===== src/core/ehci_status_pkg.sv =====
// Package: offsets, field positions, reset values and states of the status bank
package ehci_status_pkg;

  localparam int ADDR_W = 8;
  localparam int DATA_W = 32;

  typedef logic [ADDR_W-1:0] addr_t;
  typedef logic [DATA_W-1:0] word_t;

  // ----------------------------------------------------------------
  // Register offsets (byte addresses)
  // ----------------------------------------------------------------
  localparam addr_t CMD_OFFSET    = 8'h20;
  localparam addr_t STATUS_OFFSET = 8'h24;
  localparam addr_t IRQ_EN_OFFSET = 8'h28;

  // ----------------------------------------------------------------
  // Command register fields
  // ----------------------------------------------------------------
  localparam int RUN_STOP_BIT    = 0;
  localparam int PERIODIC_EN_BIT = 4;
  localparam int ASYNC_EN_BIT    = 5;
  localparam int DOORBELL_BIT    = 6;

  // ----------------------------------------------------------------
  // Status and interrupt enable fields (same layout for events)
  // ----------------------------------------------------------------
  localparam int ASYNC_STAT_BIT    = 15;
  localparam int PERIODIC_STAT_BIT = 14;
  localparam int EMPTY_DETECT_BIT  = 13;
  localparam int HALTED_BIT        = 12;
  localparam int ASYNC_ADV_BIT     = 5;
  localparam int SYS_ERR_BIT       = 4;

  // ----------------------------------------------------------------
  // Reset values
  // ----------------------------------------------------------------
  localparam logic  FLAG_RST   = 1'b0;
  localparam logic  HALTED_RST = 1'b1;
  localparam word_t IDLE_WORD  = 32'h0000_0000;

  // ----------------------------------------------------------------
  // Halt tracking states
  // ----------------------------------------------------------------
  typedef enum logic [2:0] {
    RUN_ST      = 3'b001,
    STOPPING_ST = 3'b010,
    HALT_ST     = 3'b100
  } halt_state_e;

endpackage


===== src/core/sched_if.sv =====
// Interface: run control and schedule state between bank and tracker
`timescale 1ns/10ps
interface sched_if;
  logic run_stop;
  logic async_sched_enable;
  logic periodic_sched_enable;
  logic frame_tick;
  logic engine_idle;
  logic async_sched_status;
  logic periodic_sched_status;
  logic halted_flag;

  modport ctrl (
    output run_stop,
    output async_sched_enable,
    output periodic_sched_enable,
    output frame_tick,
    output engine_idle,
    input  async_sched_status,
    input  periodic_sched_status,
    input  halted_flag
  );

  modport trk (
    input  run_stop,
    input  async_sched_enable,
    input  periodic_sched_enable,
    input  frame_tick,
    input  engine_idle,
    output async_sched_status,
    output periodic_sched_status,
    output halted_flag
  );
endinterface


===== src/core/sched_tracker.sv =====
// Schedule state tracker: lagging schedule status and halt sequencing
`timescale 1ns/10ps
module sched_tracker (
  input  wire logic clk_in,
  input  wire logic rst_b_in,
  sched_if.trk      sif
);
  import ehci_status_pkg::*;

  halt_state_e state_reg;
  halt_state_e state_next;
  logic        async_stat_reg;
  logic        async_stat_next;
  logic        periodic_stat_reg;
  logic        periodic_stat_next;
  wire  logic  in_halt;

  // ----------------------------------------------------------------
  // Halt sequencing
  // ----------------------------------------------------------------
  always_comb begin
    state_next = state_reg;
    unique case (state_reg)
      HALT_ST: begin
        if (sif.run_stop) begin
          state_next = RUN_ST;
        end
      end
      RUN_ST: begin
        if (!sif.run_stop) begin
          state_next = STOPPING_ST;
        end
      end
      STOPPING_ST: begin
        // Engine must drain its current transfer before halting
        if (sif.run_stop) begin
          state_next = RUN_ST;
        end else if (sif.engine_idle) begin
          state_next = HALT_ST;
        end
      end
    endcase
  end

  assign in_halt = (state_reg == HALT_ST);

  // Schedules change state at a frame boundary, hence the lag; a halt clears both on the next clock
  assign async_stat_next = sif.frame_tick ?
    (sif.async_sched_enable & ~in_halt) : async_stat_reg;
  assign periodic_stat_next = sif.frame_tick ?
    (sif.periodic_sched_enable & ~in_halt) : periodic_stat_reg;

  always_ff @(posedge clk_in) begin
    if (!rst_b_in) begin
      state_reg         <= HALT_ST;
      async_stat_reg    <= FLAG_RST;
      periodic_stat_reg <= FLAG_RST;
    end else begin
      state_reg         <= state_next;
      async_stat_reg    <= async_stat_next & ~in_halt;
      periodic_stat_reg <= periodic_stat_next & ~in_halt;
    end
  end

  assign sif.async_sched_status    = async_stat_reg;
  assign sif.periodic_sched_status = periodic_stat_reg;
  assign sif.halted_flag           = in_halt & ~sif.run_stop;
endmodule


===== src/core/ehci_status_flags_upper.sv =====
// Status bank: command, status and interrupt enable registers, bits 15 to 4 and command bit 0
//
// Added by the designer: the address-and-strobe port.
`timescale 1ns/10ps
module ehci_status_flags_upper (
  input  wire logic                   clk_in,
  input  wire logic                   rst_b_in,
  input  wire ehci_status_pkg::addr_t addr_in,
  input  wire ehci_status_pkg::word_t wdata_in,
  input  wire logic                   wr_in,
  input  wire logic                   rd_in,
  output ehci_status_pkg::word_t      rdata_out,
  input  wire logic                   async_advanced_in,
  input  wire logic                   async_empty_in,
  input  wire logic                   host_error_in,
  input  wire logic                   frame_tick_in,
  input  wire logic                   engine_idle_in,
  input  wire logic                   irq_threshold_in,
  output logic                        run_stop_out,
  output logic                        async_sched_enable_out,
  output logic                        periodic_sched_enable_out,
  output logic                        async_sched_status_out,
  output logic                        periodic_sched_status_out,
  output logic                        halted_flag_out,
  output logic                        irq_out
);
  import ehci_status_pkg::*;

  // ----------------------------------------------------------------
  // Helpers
  // ----------------------------------------------------------------
  function automatic logic reg_hit(input addr_t a, input addr_t off);
    reg_hit = (a == off);
  endfunction

  // Hardware set wins over a same-cycle software clear
  function automatic logic flag_upd(input logic cur,
                                    input logic set,
                                    input logic clr);
    flag_upd = set | (cur & ~clr);
  endfunction

  // One flag at its field position; keeps words free of bare offsets
  function automatic word_t bit_at(input logic v, input int pos);
    bit_at = word_t'(v) << pos;
  endfunction

  // ----------------------------------------------------------------
  // Declarations
  // ----------------------------------------------------------------
  logic  run_stop_reg;
  logic  run_stop_next;
  logic  async_en_reg;
  logic  async_en_next;
  logic  periodic_en_reg;
  logic  periodic_en_next;
  logic  doorbell_reg;
  logic  doorbell_next;
  logic  async_adv_reg;
  logic  async_adv_next;
  logic  sys_err_reg;
  logic  sys_err_next;
  logic  empty_detect_reg;
  logic  adv_irq_en_reg;
  logic  adv_irq_en_next;
  logic  err_irq_en_reg;
  logic  err_irq_en_next;
  logic  adv_irq_reg;
  logic  adv_irq_next;
  word_t rdata_reg;
  word_t rdata_next;

  wire logic  cmd_wr;
  wire logic  sts_wr;
  wire logic  irq_en_wr;
  wire logic  cmd_rd;
  wire logic  sts_rd;
  wire logic  irq_en_rd;
  wire logic  adv_set;
  wire logic  adv_clr;
  wire logic  err_clr;
  wire logic  ring;
  wire word_t cmd_word;
  wire word_t status_word;
  wire word_t irq_en_word;

  sched_if sif ();

  // ----------------------------------------------------------------
  // Address decode
  // ----------------------------------------------------------------
  assign cmd_wr    = wr_in & reg_hit(addr_in, CMD_OFFSET);
  assign sts_wr    = wr_in & reg_hit(addr_in, STATUS_OFFSET);
  assign irq_en_wr = wr_in & reg_hit(addr_in, IRQ_EN_OFFSET);
  assign cmd_rd    = rd_in & reg_hit(addr_in, CMD_OFFSET);
  assign sts_rd    = rd_in & reg_hit(addr_in, STATUS_OFFSET);
  assign irq_en_rd = rd_in & reg_hit(addr_in, IRQ_EN_OFFSET);

  // ----------------------------------------------------------------
  // Command register
  // ----------------------------------------------------------------
  // A bus fault overrides a run request written in the same cycle
  assign run_stop_next = host_error_in ? 1'b0 :
    (cmd_wr ? wdata_in[RUN_STOP_BIT] : run_stop_reg);
  assign async_en_next = cmd_wr ?
    wdata_in[ASYNC_EN_BIT] : async_en_reg;
  assign periodic_en_next = cmd_wr ?
    wdata_in[PERIODIC_EN_BIT] : periodic_en_reg;

  // Doorbell stays rung until the next schedule advance answers it
  assign ring          = cmd_wr & wdata_in[DOORBELL_BIT];
  assign adv_set       = doorbell_reg & async_advanced_in;
  assign doorbell_next = ring | (doorbell_reg & ~adv_set);

  always_ff @(posedge clk_in) begin
    if (!rst_b_in) begin
      run_stop_reg    <= FLAG_RST;
      async_en_reg    <= FLAG_RST;
      periodic_en_reg <= FLAG_RST;
      doorbell_reg    <= FLAG_RST;
    end else begin
      run_stop_reg    <= run_stop_next;
      async_en_reg    <= async_en_next;
      periodic_en_reg <= periodic_en_next;
      doorbell_reg    <= doorbell_next;
    end
  end

  // ----------------------------------------------------------------
  // Status events
  // ----------------------------------------------------------------
  // Only event bits take write-one-clear; all else ignores writes
  assign adv_clr = sts_wr & wdata_in[ASYNC_ADV_BIT];
  assign err_clr = sts_wr & wdata_in[SYS_ERR_BIT];

  assign async_adv_next = flag_upd(async_adv_reg, adv_set, adv_clr);
  assign sys_err_next = flag_upd(sys_err_reg, host_error_in, err_clr);

  always_ff @(posedge clk_in) begin
    if (!rst_b_in) begin
      async_adv_reg    <= FLAG_RST;
      sys_err_reg      <= FLAG_RST;
      empty_detect_reg <= FLAG_RST;
    end else begin
      async_adv_reg    <= async_adv_next;
      sys_err_reg      <= sys_err_next;
      empty_detect_reg <= async_empty_in;
    end
  end

  // ----------------------------------------------------------------
  // Interrupt enable and output
  // ----------------------------------------------------------------
  assign adv_irq_en_next = irq_en_wr ?
    wdata_in[ASYNC_ADV_BIT] : adv_irq_en_reg;
  assign err_irq_en_next = irq_en_wr ?
    wdata_in[SYS_ERR_BIT] : err_irq_en_reg;

  // Advance interrupt waits for a threshold, then holds until cleared
  assign adv_irq_next = async_adv_next & adv_irq_en_next &
    (adv_irq_reg | irq_threshold_in);

  always_ff @(posedge clk_in) begin
    if (!rst_b_in) begin
      adv_irq_en_reg <= FLAG_RST;
      err_irq_en_reg <= FLAG_RST;
      adv_irq_reg    <= FLAG_RST;
    end else begin
      adv_irq_en_reg <= adv_irq_en_next;
      err_irq_en_reg <= err_irq_en_next;
      adv_irq_reg    <= adv_irq_next;
    end
  end

  assign irq_out = adv_irq_reg | (sys_err_reg & err_irq_en_reg);

  // ----------------------------------------------------------------
  // Schedule tracker
  // ----------------------------------------------------------------
  assign sif.run_stop              = run_stop_reg;
  assign sif.async_sched_enable    = async_en_reg;
  assign sif.periodic_sched_enable = periodic_en_reg;
  assign sif.frame_tick            = frame_tick_in;
  assign sif.engine_idle           = engine_idle_in;

  sched_tracker u_tracker (
    .clk_in   (clk_in),
    .rst_b_in (rst_b_in),
    .sif      (sif.trk)
  );

  // ----------------------------------------------------------------
  // Read path
  // ----------------------------------------------------------------
  assign cmd_word = bit_at(doorbell_reg, DOORBELL_BIT) |
                    bit_at(async_en_reg, ASYNC_EN_BIT) |
                    bit_at(periodic_en_reg, PERIODIC_EN_BIT) |
                    bit_at(run_stop_reg, RUN_STOP_BIT);

  // Reserved ranges always read as zero
  assign status_word =
    bit_at(sif.async_sched_status, ASYNC_STAT_BIT) |
    bit_at(sif.periodic_sched_status, PERIODIC_STAT_BIT) |
    bit_at(empty_detect_reg, EMPTY_DETECT_BIT) |
    bit_at(sif.halted_flag, HALTED_BIT) |
    bit_at(async_adv_reg, ASYNC_ADV_BIT) |
    bit_at(sys_err_reg, SYS_ERR_BIT);

  assign irq_en_word = bit_at(adv_irq_en_reg, ASYNC_ADV_BIT) |
                       bit_at(err_irq_en_reg, SYS_ERR_BIT);

  // Unmapped reads, and idle cycles, give zero
  assign rdata_next = cmd_rd    ? cmd_word    :
                      sts_rd    ? status_word :
                      irq_en_rd ? irq_en_word : IDLE_WORD;

  always_ff @(posedge clk_in) begin
    if (!rst_b_in) begin
      rdata_reg <= IDLE_WORD;
    end else begin
      rdata_reg <= rdata_next;
    end
  end

  // ----------------------------------------------------------------
  // Outputs
  // ----------------------------------------------------------------
  assign rdata_out                 = rdata_reg;
  assign run_stop_out              = run_stop_reg;
  assign async_sched_enable_out    = async_en_reg;
  assign periodic_sched_enable_out = periodic_en_reg;
  assign async_sched_status_out    = sif.async_sched_status;
  assign periodic_sched_status_out = sif.periodic_sched_status;
  assign halted_flag_out           = sif.halted_flag;
endmodule


===== config.mk =====
export PLATFORM = sky130hd
export DESIGN_NAME = ehci_status_flags_upper
export DESIGN_NICKNAME = d
export VERILOG_FILES = /design/src/core/ehci_status_pkg.sv /design/src/core/sched_if.sv /design/src/core/sched_tracker.sv /design/src/core/ehci_status_flags_upper.sv
export SDC_FILE = /design/constraint.sdc
export NUM_CORES = 1
export LEC_CHECK = 0
export BUFFER_PORTS_ARGS = -buffer_cell sky130_fd_sc_hd__buf_2
export CORE_MARGIN = 5
export CORE_UTILIZATION = 38
export DETAILED_ROUTE_END_ITERATION = 6
export GPL_TIMING_DRIVEN = 0
export PLACE_DENSITY = 0.78
export SKIP_LAST_GASP = 1
export SYNTH_ARGS = -nofsm -noshare
export SYNTH_HDL_FRONTEND = slang
export SYNTH_SLANG_ARGS = --single-unit

===== constraint.sdc =====
create_clock -name clk_in -period 1.29 [get_ports clk_in]
set_input_delay 0.129 -clock clk_in [delete_from_list [all_inputs] [get_ports clk_in]]
set_output_delay 0.129 -clock clk_in [all_outputs]
set_load 0.01 [all_outputs]

==> results of run 1 <==
[layout by cell type, fill, tap and decap left out, drive strengths merged]
master       count
mux2i           10
xor2             1
and3b            2
nand3b           1
nor2             9
dlygate4sd3      1
nand4            3
buf             62
and4             1
nor2b            4
conb            24
inv              3
o22ai            1
a21o             1
o21a             2
and2             7
a22o             1
dfxtp           23
nor3             1
a41oi            1
a211o            1
nand2b           1
nor4b            3
o211a            1
o21ai            3
a21oi            2
clkbuf           4
nor4             1
nor3b            2
nand2            3
[cell families (layout without fill, tap and decap cells)]
group / count (synthesis) / in the layout / synth area share
compound gates: 13 / 13 / 0.0809
xor+xnor: 1 / 1 / 0.00787
buf+inv: 30 / 70 / 0.184
flops: 23 / 23 / 0.413
mux: 10 / 10 / 0.0899
other cells: 1 / 24 / 0.00337
simple gates: 38 / 38 / 0.220
[power by group through the flow]
stage / Clock, mW / Sequential, mW / Combinational (mW)
4_1_cts: 0.338 / 0.722 / 0.180
6_report: 0.323 / 0.723 / 0.184
3_5_place_dp: 0 / 0.737 / 0.176
5_1_grt: 0.373 / 0.724 / 0.206
2_1_floorplan: 0 / 0.736 / 0.129
3_3_place_gp: 0 / 0.737 / 0.175
[per-layer routing]
layer | vias up | GRT usage | wire (um) | share of wire
met5 | - | 0 | 0 | 0
met4 | 0 | 0.0534 | 29 | 0.013
met3 | 2 | 0.0280 | 223 | 0.098
met2 | 49 | 0.166 | 1050 | 0.46
met1 | 405 | 0.139 | 975 | 0.43
li1 | 474 | - | - | -
[critical path, stage by stage, from the launching register on]
cell     delay, ns
dfxtp_1       0.41
nor3_4        0.21
buf_2         0.16
[repair_timing]
action	4_1_cts	5_1_grt
gates resized for setup	4	1
endpoints found under the setup margin	1	1
buffers inserted	1	0
hold endpoints to repair	1	0
hold buffers	1	0
pin swaps	1	1
[stage by stage]
stage | cell area, um^2 | setup WS, ns | hold slack [ns] | utilization | std cells
after floorplan | 1200 | 0.149 | 0.205 | - | 139
after global placement | 1410 | -0.102 | 0.312 | 0.507 | 204
after global routing | 1470 | -0.00925 | 0.0101 | 0.530 | 210
final | 1470 | 0.0912 | 0.0398 | 0.530 | 210
after detailed placement | 1410 | -0.128 | 0.325 | 0.507 | 204
after CTS | 1470 | 0.00284 | 0.0262 | 0.528 | 210
[layout make-up]
cell class	count	area [um^2]
tap	31	38.8
inverter	3	11.3
multi-input combinational	86	553
buffer	27	194
fill	266	1310
sequential	23	463
timing repair buffer	36	188
clock buffer	4	26.3
[worst min path at each step]
stage                        to  slack (ns)            from
6_report       empty_detect_reg        0.04  async_empty_in
5_1_grt        empty_detect_reg        0.01  async_empty_in
4_1_cts        empty_detect_reg        0.03  async_empty_in
3_5_place_dp       run_stop_out        0.33   host_error_in
3_3_place_gp       run_stop_out        0.31   host_error_in
2_1_floorplan      run_stop_out        0.21   host_error_in
==> impl_metrics.py, run 1 <==
metrics = {
    "outcome": {
        "outcome": "finished, final reports clean",
    },
    "logic_synthesis": {
        "synth_top_area_share": 0.413,
        "ys_warn_count": 0,
        "synth_edf_count": 0,
        "synth_area_mm2": 0.00111,
        "synth_common_cells": "buf_4, dfxtp_1, mux2i_1",
        "synth_cells": 116,
        "post_synth.cell_area_avg_um2": 9.60,
        "synth-seq-area-share": 0.413,
        "dominantRegCellSynth": "dfxtp_1",
        "ys_ff_latch": 23,
        "synth_cell_types": 32,
        "yosysTopAreaCell": "dfxtp_1",
        "synth.top_cells.by_area": "dfxtp_1, buf_4, mux2i_1",
        "ys_async_sr_fraction": 0,
        "yosysMostFrequentCell": "buf_4",
    },
    "flow_run": {
        "cap_violations": 0,
    },
    "final_layout": {
        "area_delta_synth_final_pct": 32.4,
        "fin_nets": 230,
        "drive_gt1_frac": 0.391,
        "diodes": 0,
        "largest_reg_flops": 8,
    },
    "sta": {
        "drv_slew": 0,
        "setup_viol": 0,
        "fin_skew_ns": 0.0123,
        "period_minus_slack_ns": 1.20,
        "fmax_ghz": 0.834,
        "fin_crit_sh": 0.929,
        "finalSetupTns_ns": 0,
        "final-hold-violation-count": 0,
    },
    "clock_tree": {
        "cts_tree": "done",
        "clock_sinks": 23,
        "clkTransAtPathRegs_ns": 0.11,
        "clk_latency_ns": 0.30,
        "cts_buffer_depth": 2,
        "cts_buffers": 3,
        "cts_root_buf": "clkbuf_4",
        "h-tree-depth": 1,
    },
    "route": {
        "detail-route-antenna-nets": 0,
        "wl_per_cell_um": 10.8,
        "drc": 0,
        "vias": 930,
        "dr.pass1.iters": 4,
        "drt-total-wl_um": 2270,
        "drt_iter0_drc": 29,
        "viasPerCell": 4.43,
    },
    "setup_path": {
        "r2r-start": "u_tracker.state_reg[0]",
        "critPathArrivalTime_ns": 1.07,
        "rr_worst_depth": 3,
        "rrSetupSlack_ns": 0.27,
        "cp-start-kind": "register",
        "worstPathMaxFanout": 7,
        "required_ns": 1.16,
        "r2r_end": "u_tracker.state_reg[0]",
        "startpoint": "u_tracker.state_reg[0]",
        "endpoint": "halted_flag_out",
        "critPathCaptureType": "primary output",
        "crit_type": "reg2out",
    },
    "power_and_ir_drop": {
        "peakVddDrop_uv": 498,
        "leakagePower_nw": 0.787,
        "power_switching_share": 0.240,
        "p_per_area_mw_per_mm2": 834,
        "total_power_mw": 1.23,
        "p_int_mw": 0.934,
        "power_frac_comb": 0.150,
        "pwr-share-clk": 0.262,
        "p_switching_mw": 0.296,
        "p_seq_frac": 0.588,
    },
    "global_route": {
        "grt.overflow.total": 0,
        "antenna_found_initial": 0,
        "grt_pass1_vias": 842,
        "track_usage": 0.108,
        "grt_max_degree": 13,
        "grt_pass1_wl_um": 3630,
    },
    "placement": {
        "globalplace.congestion": 0.810,
        "port_buffers": 34,
        "hpwlAfterDp_um": 1870,
    },
    "floorplanning": {
        "rows": 19,
        "start_util": 0.400,
        "die_w_um": 64.1,
        "coreArea_mm2": 0.00278,
        "num_io_pins": 89,
        "die_h_um": 64.1,
        "die_area_mm2": 0.00411,
    },
    "min_path": {
        "hp-class": "in2reg",
        "holdPathStages": 2,
    },
}
No activity file was read; power rests on OpenSTA's default activity.
==> run 2: changes to the inputs <==
--- a/config.mk
+++ b/config.mk
@@ -6,12 +6,14 @@
 export NUM_CORES = 1
 export LEC_CHECK = 0
 export BUFFER_PORTS_ARGS = -buffer_cell sky130_fd_sc_hd__buf_2
+export CAP_MARGIN = 15
 export CORE_MARGIN = 5
 export CORE_UTILIZATION = 38
 export DETAILED_ROUTE_END_ITERATION = 6
 export GPL_TIMING_DRIVEN = 0
-export PLACE_DENSITY = 0.78
+export PLACE_DENSITY = 0.89
 export SKIP_LAST_GASP = 1
+export SLEW_MARGIN = 40
 export SYNTH_ARGS = -nofsm -noshare
 export SYNTH_HDL_FRONTEND = slang
 export SYNTH_SLANG_ARGS = --single-unit
==> impl_metrics.py, run 2 (synthesis gave the netlist of run 1 again) <==
metrics = {
    "sta": {
        "fmax_ghz": 0.788,
        "drv_slew": 0,
        "setup_ws_ns": 0.0208,
        "fin_skew_ns": 0.00399,
        "final-hold-violation-count": 0,
        "fin_crit_sh": 0.984,
        "rsz0062_at_grt": "yes",
        "period_minus_slack_ns": 1.27,
        "setup_viol": 0,
    },
    "clock_tree": {
        "clock_sinks": 23,
        "h-tree-depth": 1,
        "clkTransAtPathRegs_ns": 0.12,
        "clk_latency_ns": 0.31,
        "cts_buffer_depth": 2,
        "cts_buffers": 3,
        "cts_tree": "done",
        "cts_root_buf": "clkbuf_4",
    },
    "global_route": {
        "grt.overflow.total": 0,
        "grt_max_degree": 14,
        "track_usage": 0.101,
        "antenna_found_initial": 0,
        "grt_pass1_vias": 797,
        "grt_pass1_wl_um": 3350,
    },
    "setup_path": {
        "critPathArrivalTime_ns": 1.14,
        "crit_chain": "nand2b_4, nor3_4, buf_2",
        "worstPathMaxFanout": 5,
        "rr_worst_depth": 3,
        "critPathTopFamily": "flip-flops",
        "rrSetupSlack_ns": 0.27,
        "worst_path_max_delay_cell": "dfxtp_2",
        "required_ns": 1.16,
        "critPathCaptureType": "primary output",
        "critPathBufInv": 1,
        "r2r-start": "u_tracker.state_reg[0]",
        "cp-start-kind": "register",
        "crit_type": "reg2out",
        "slowest_delay_ns": 0.36,
        "r2r_end": "u_tracker.state_reg[0]",
    },
    "flow_run": {
        "cap_violations": 0,
    },
    "placement": {
        "preCtsSetupSlack_ns": -0.124,
        "hpwlAfterDp_um": 1840,
        "globalplace.congestion": 0.752,
        "port_buffers": 34,
    },
    "route": {
        "drt-total-wl_um": 2240,
        "drt_iter0_drc": 22,
        "vias": 917,
        "dr.pass1.iters": 4,
        "wl_per_cell_um": 10.7,
        "viasPerCell": 4.39,
        "drc": 0,
        "detail-route-antenna-nets": 0,
    },
    "floorplanning": {
        "coreArea_mm2": 0.00278,
        "rows": 19,
        "die_h_um": 64.1,
        "die_area_mm2": 0.00411,
        "start_util": 0.400,
        "die_w_um": 64.1,
        "num_io_pins": 89,
    },
    "final_layout": {
        "area_delta_synth_final_pct": 31.8,
        "fillers": 252,
        "diodes": 0,
        "multi_input_area_um2": 553,
        "layout_commonest_cell": "buf_2",
        "largest_reg_flops": 8,
        "ff_latch_area_um2": 463,
        "drive_gt1_frac": 0.393,
        "fin_nets": 229,
        "final_cell_mix": "buf_2, buf_4, conb_1",
    },
    "outcome": {
        "outcome": "finished, final reports clean",
    },
    "min_path": {
        "hp-start": "async_empty_in",
        "holdPathStages": 2,
        "hp-class": "in2reg",
        "min_to": "empty_detect_reg",
    },
    "power_and_ir_drop": {
        "leakagePower_nw": 0.785,
        "total_power_mw": 1.23,
        "p_per_area_mw_per_mm2": 841,
        "peakVddDrop_uv": 610,
    },
}
-- run 2: area by class of cell --
class,count,area share
Clock buffer,3,0.0153
Buffer,27,0.132
Tap cell,31,0.0264
Clock inverter,1,0.00341
Timing Repair Buffer,35,0.123
Inverter,3,0.00767
Sequential cell,23,0.315
Multi-Input combinational cell,86,0.377
-- run 2: worst max path at each step --
stage                           start         endpoint  slack (ns)  depth (start not counted)
2_1_floorplan              addr_in[1]      adv_irq_reg        0.15                          4
3_3_place_gp               addr_in[1]    rdata_out[12]       -0.08                          5
3_5_place_dp               addr_in[1]    rdata_out[14]       -0.12                          5
4_1_cts        u_tracker.state_reg[1]  halted_flag_out       0.001                          3
5_1_grt        u_tracker.state_reg[1]  halted_flag_out       -0.02                          3
6_report       u_tracker.state_reg[1]  halted_flag_out        0.02                          3
-- run 2: timing repair --
| action | in CTS | in global routing |
|---|---|---|
| resized for setup | 1 | 4 |
| setup buffers | 0 | 0 |
| hold endpoints to repair | 1 | 0 |
| endpoints found under the setup margin | 1 | 1 |
| pin swaps | 0 | 1 |
| hold buffers | 1 | 0 |
-- run 2: through the flow --
stage | util | std cells | instance area [um^2] | hold WS (ns) | TNS [ns]
2_1_floorplan | - | 139 | 1200 | 0.205 | 0
3_3_place_gp | 0.507 | 204 | 1410 | 0.312 | -0.469
3_5_place_dp | 0.507 | 204 | 1410 | 0.315 | -0.793
4_1_cts | 0.522 | 209 | 1450 | 0.0177 | 0
5_1_grt | 0.528 | 209 | 1470 | 0.00186 | -0.0250
6_report | 0.528 | 209 | 1470 | 0.0174 | 0
-- run 2: routing by layer --
metal  track usage  vias to the layer above  share of wire
li1              -                      470              -
met1         0.116                      406           0.39
met2         0.160                       36           0.47
met3        0.0403                        5           0.12
met4        0.0534                        0          0.021
met5             0                        -              0
-- run 2: worst register-to-register path, delay by kind of cell (launching register included) --
family / cells / cell delay [ns]
flip-flops: 1 / 0.50
AO/OA/AOI/OAI: 2 / 0.25
XOR/XNOR: 1 / 0.17
-- run 2: where the power goes --
part           switching (mW)  leakage, nW  internal, mW
Sequential            0.00649        0.186         0.716
Clock                   0.212       0.0177         0.116
Combinational          0.0870        0.581        0.0976
Total                   0.305        0.785         0.930
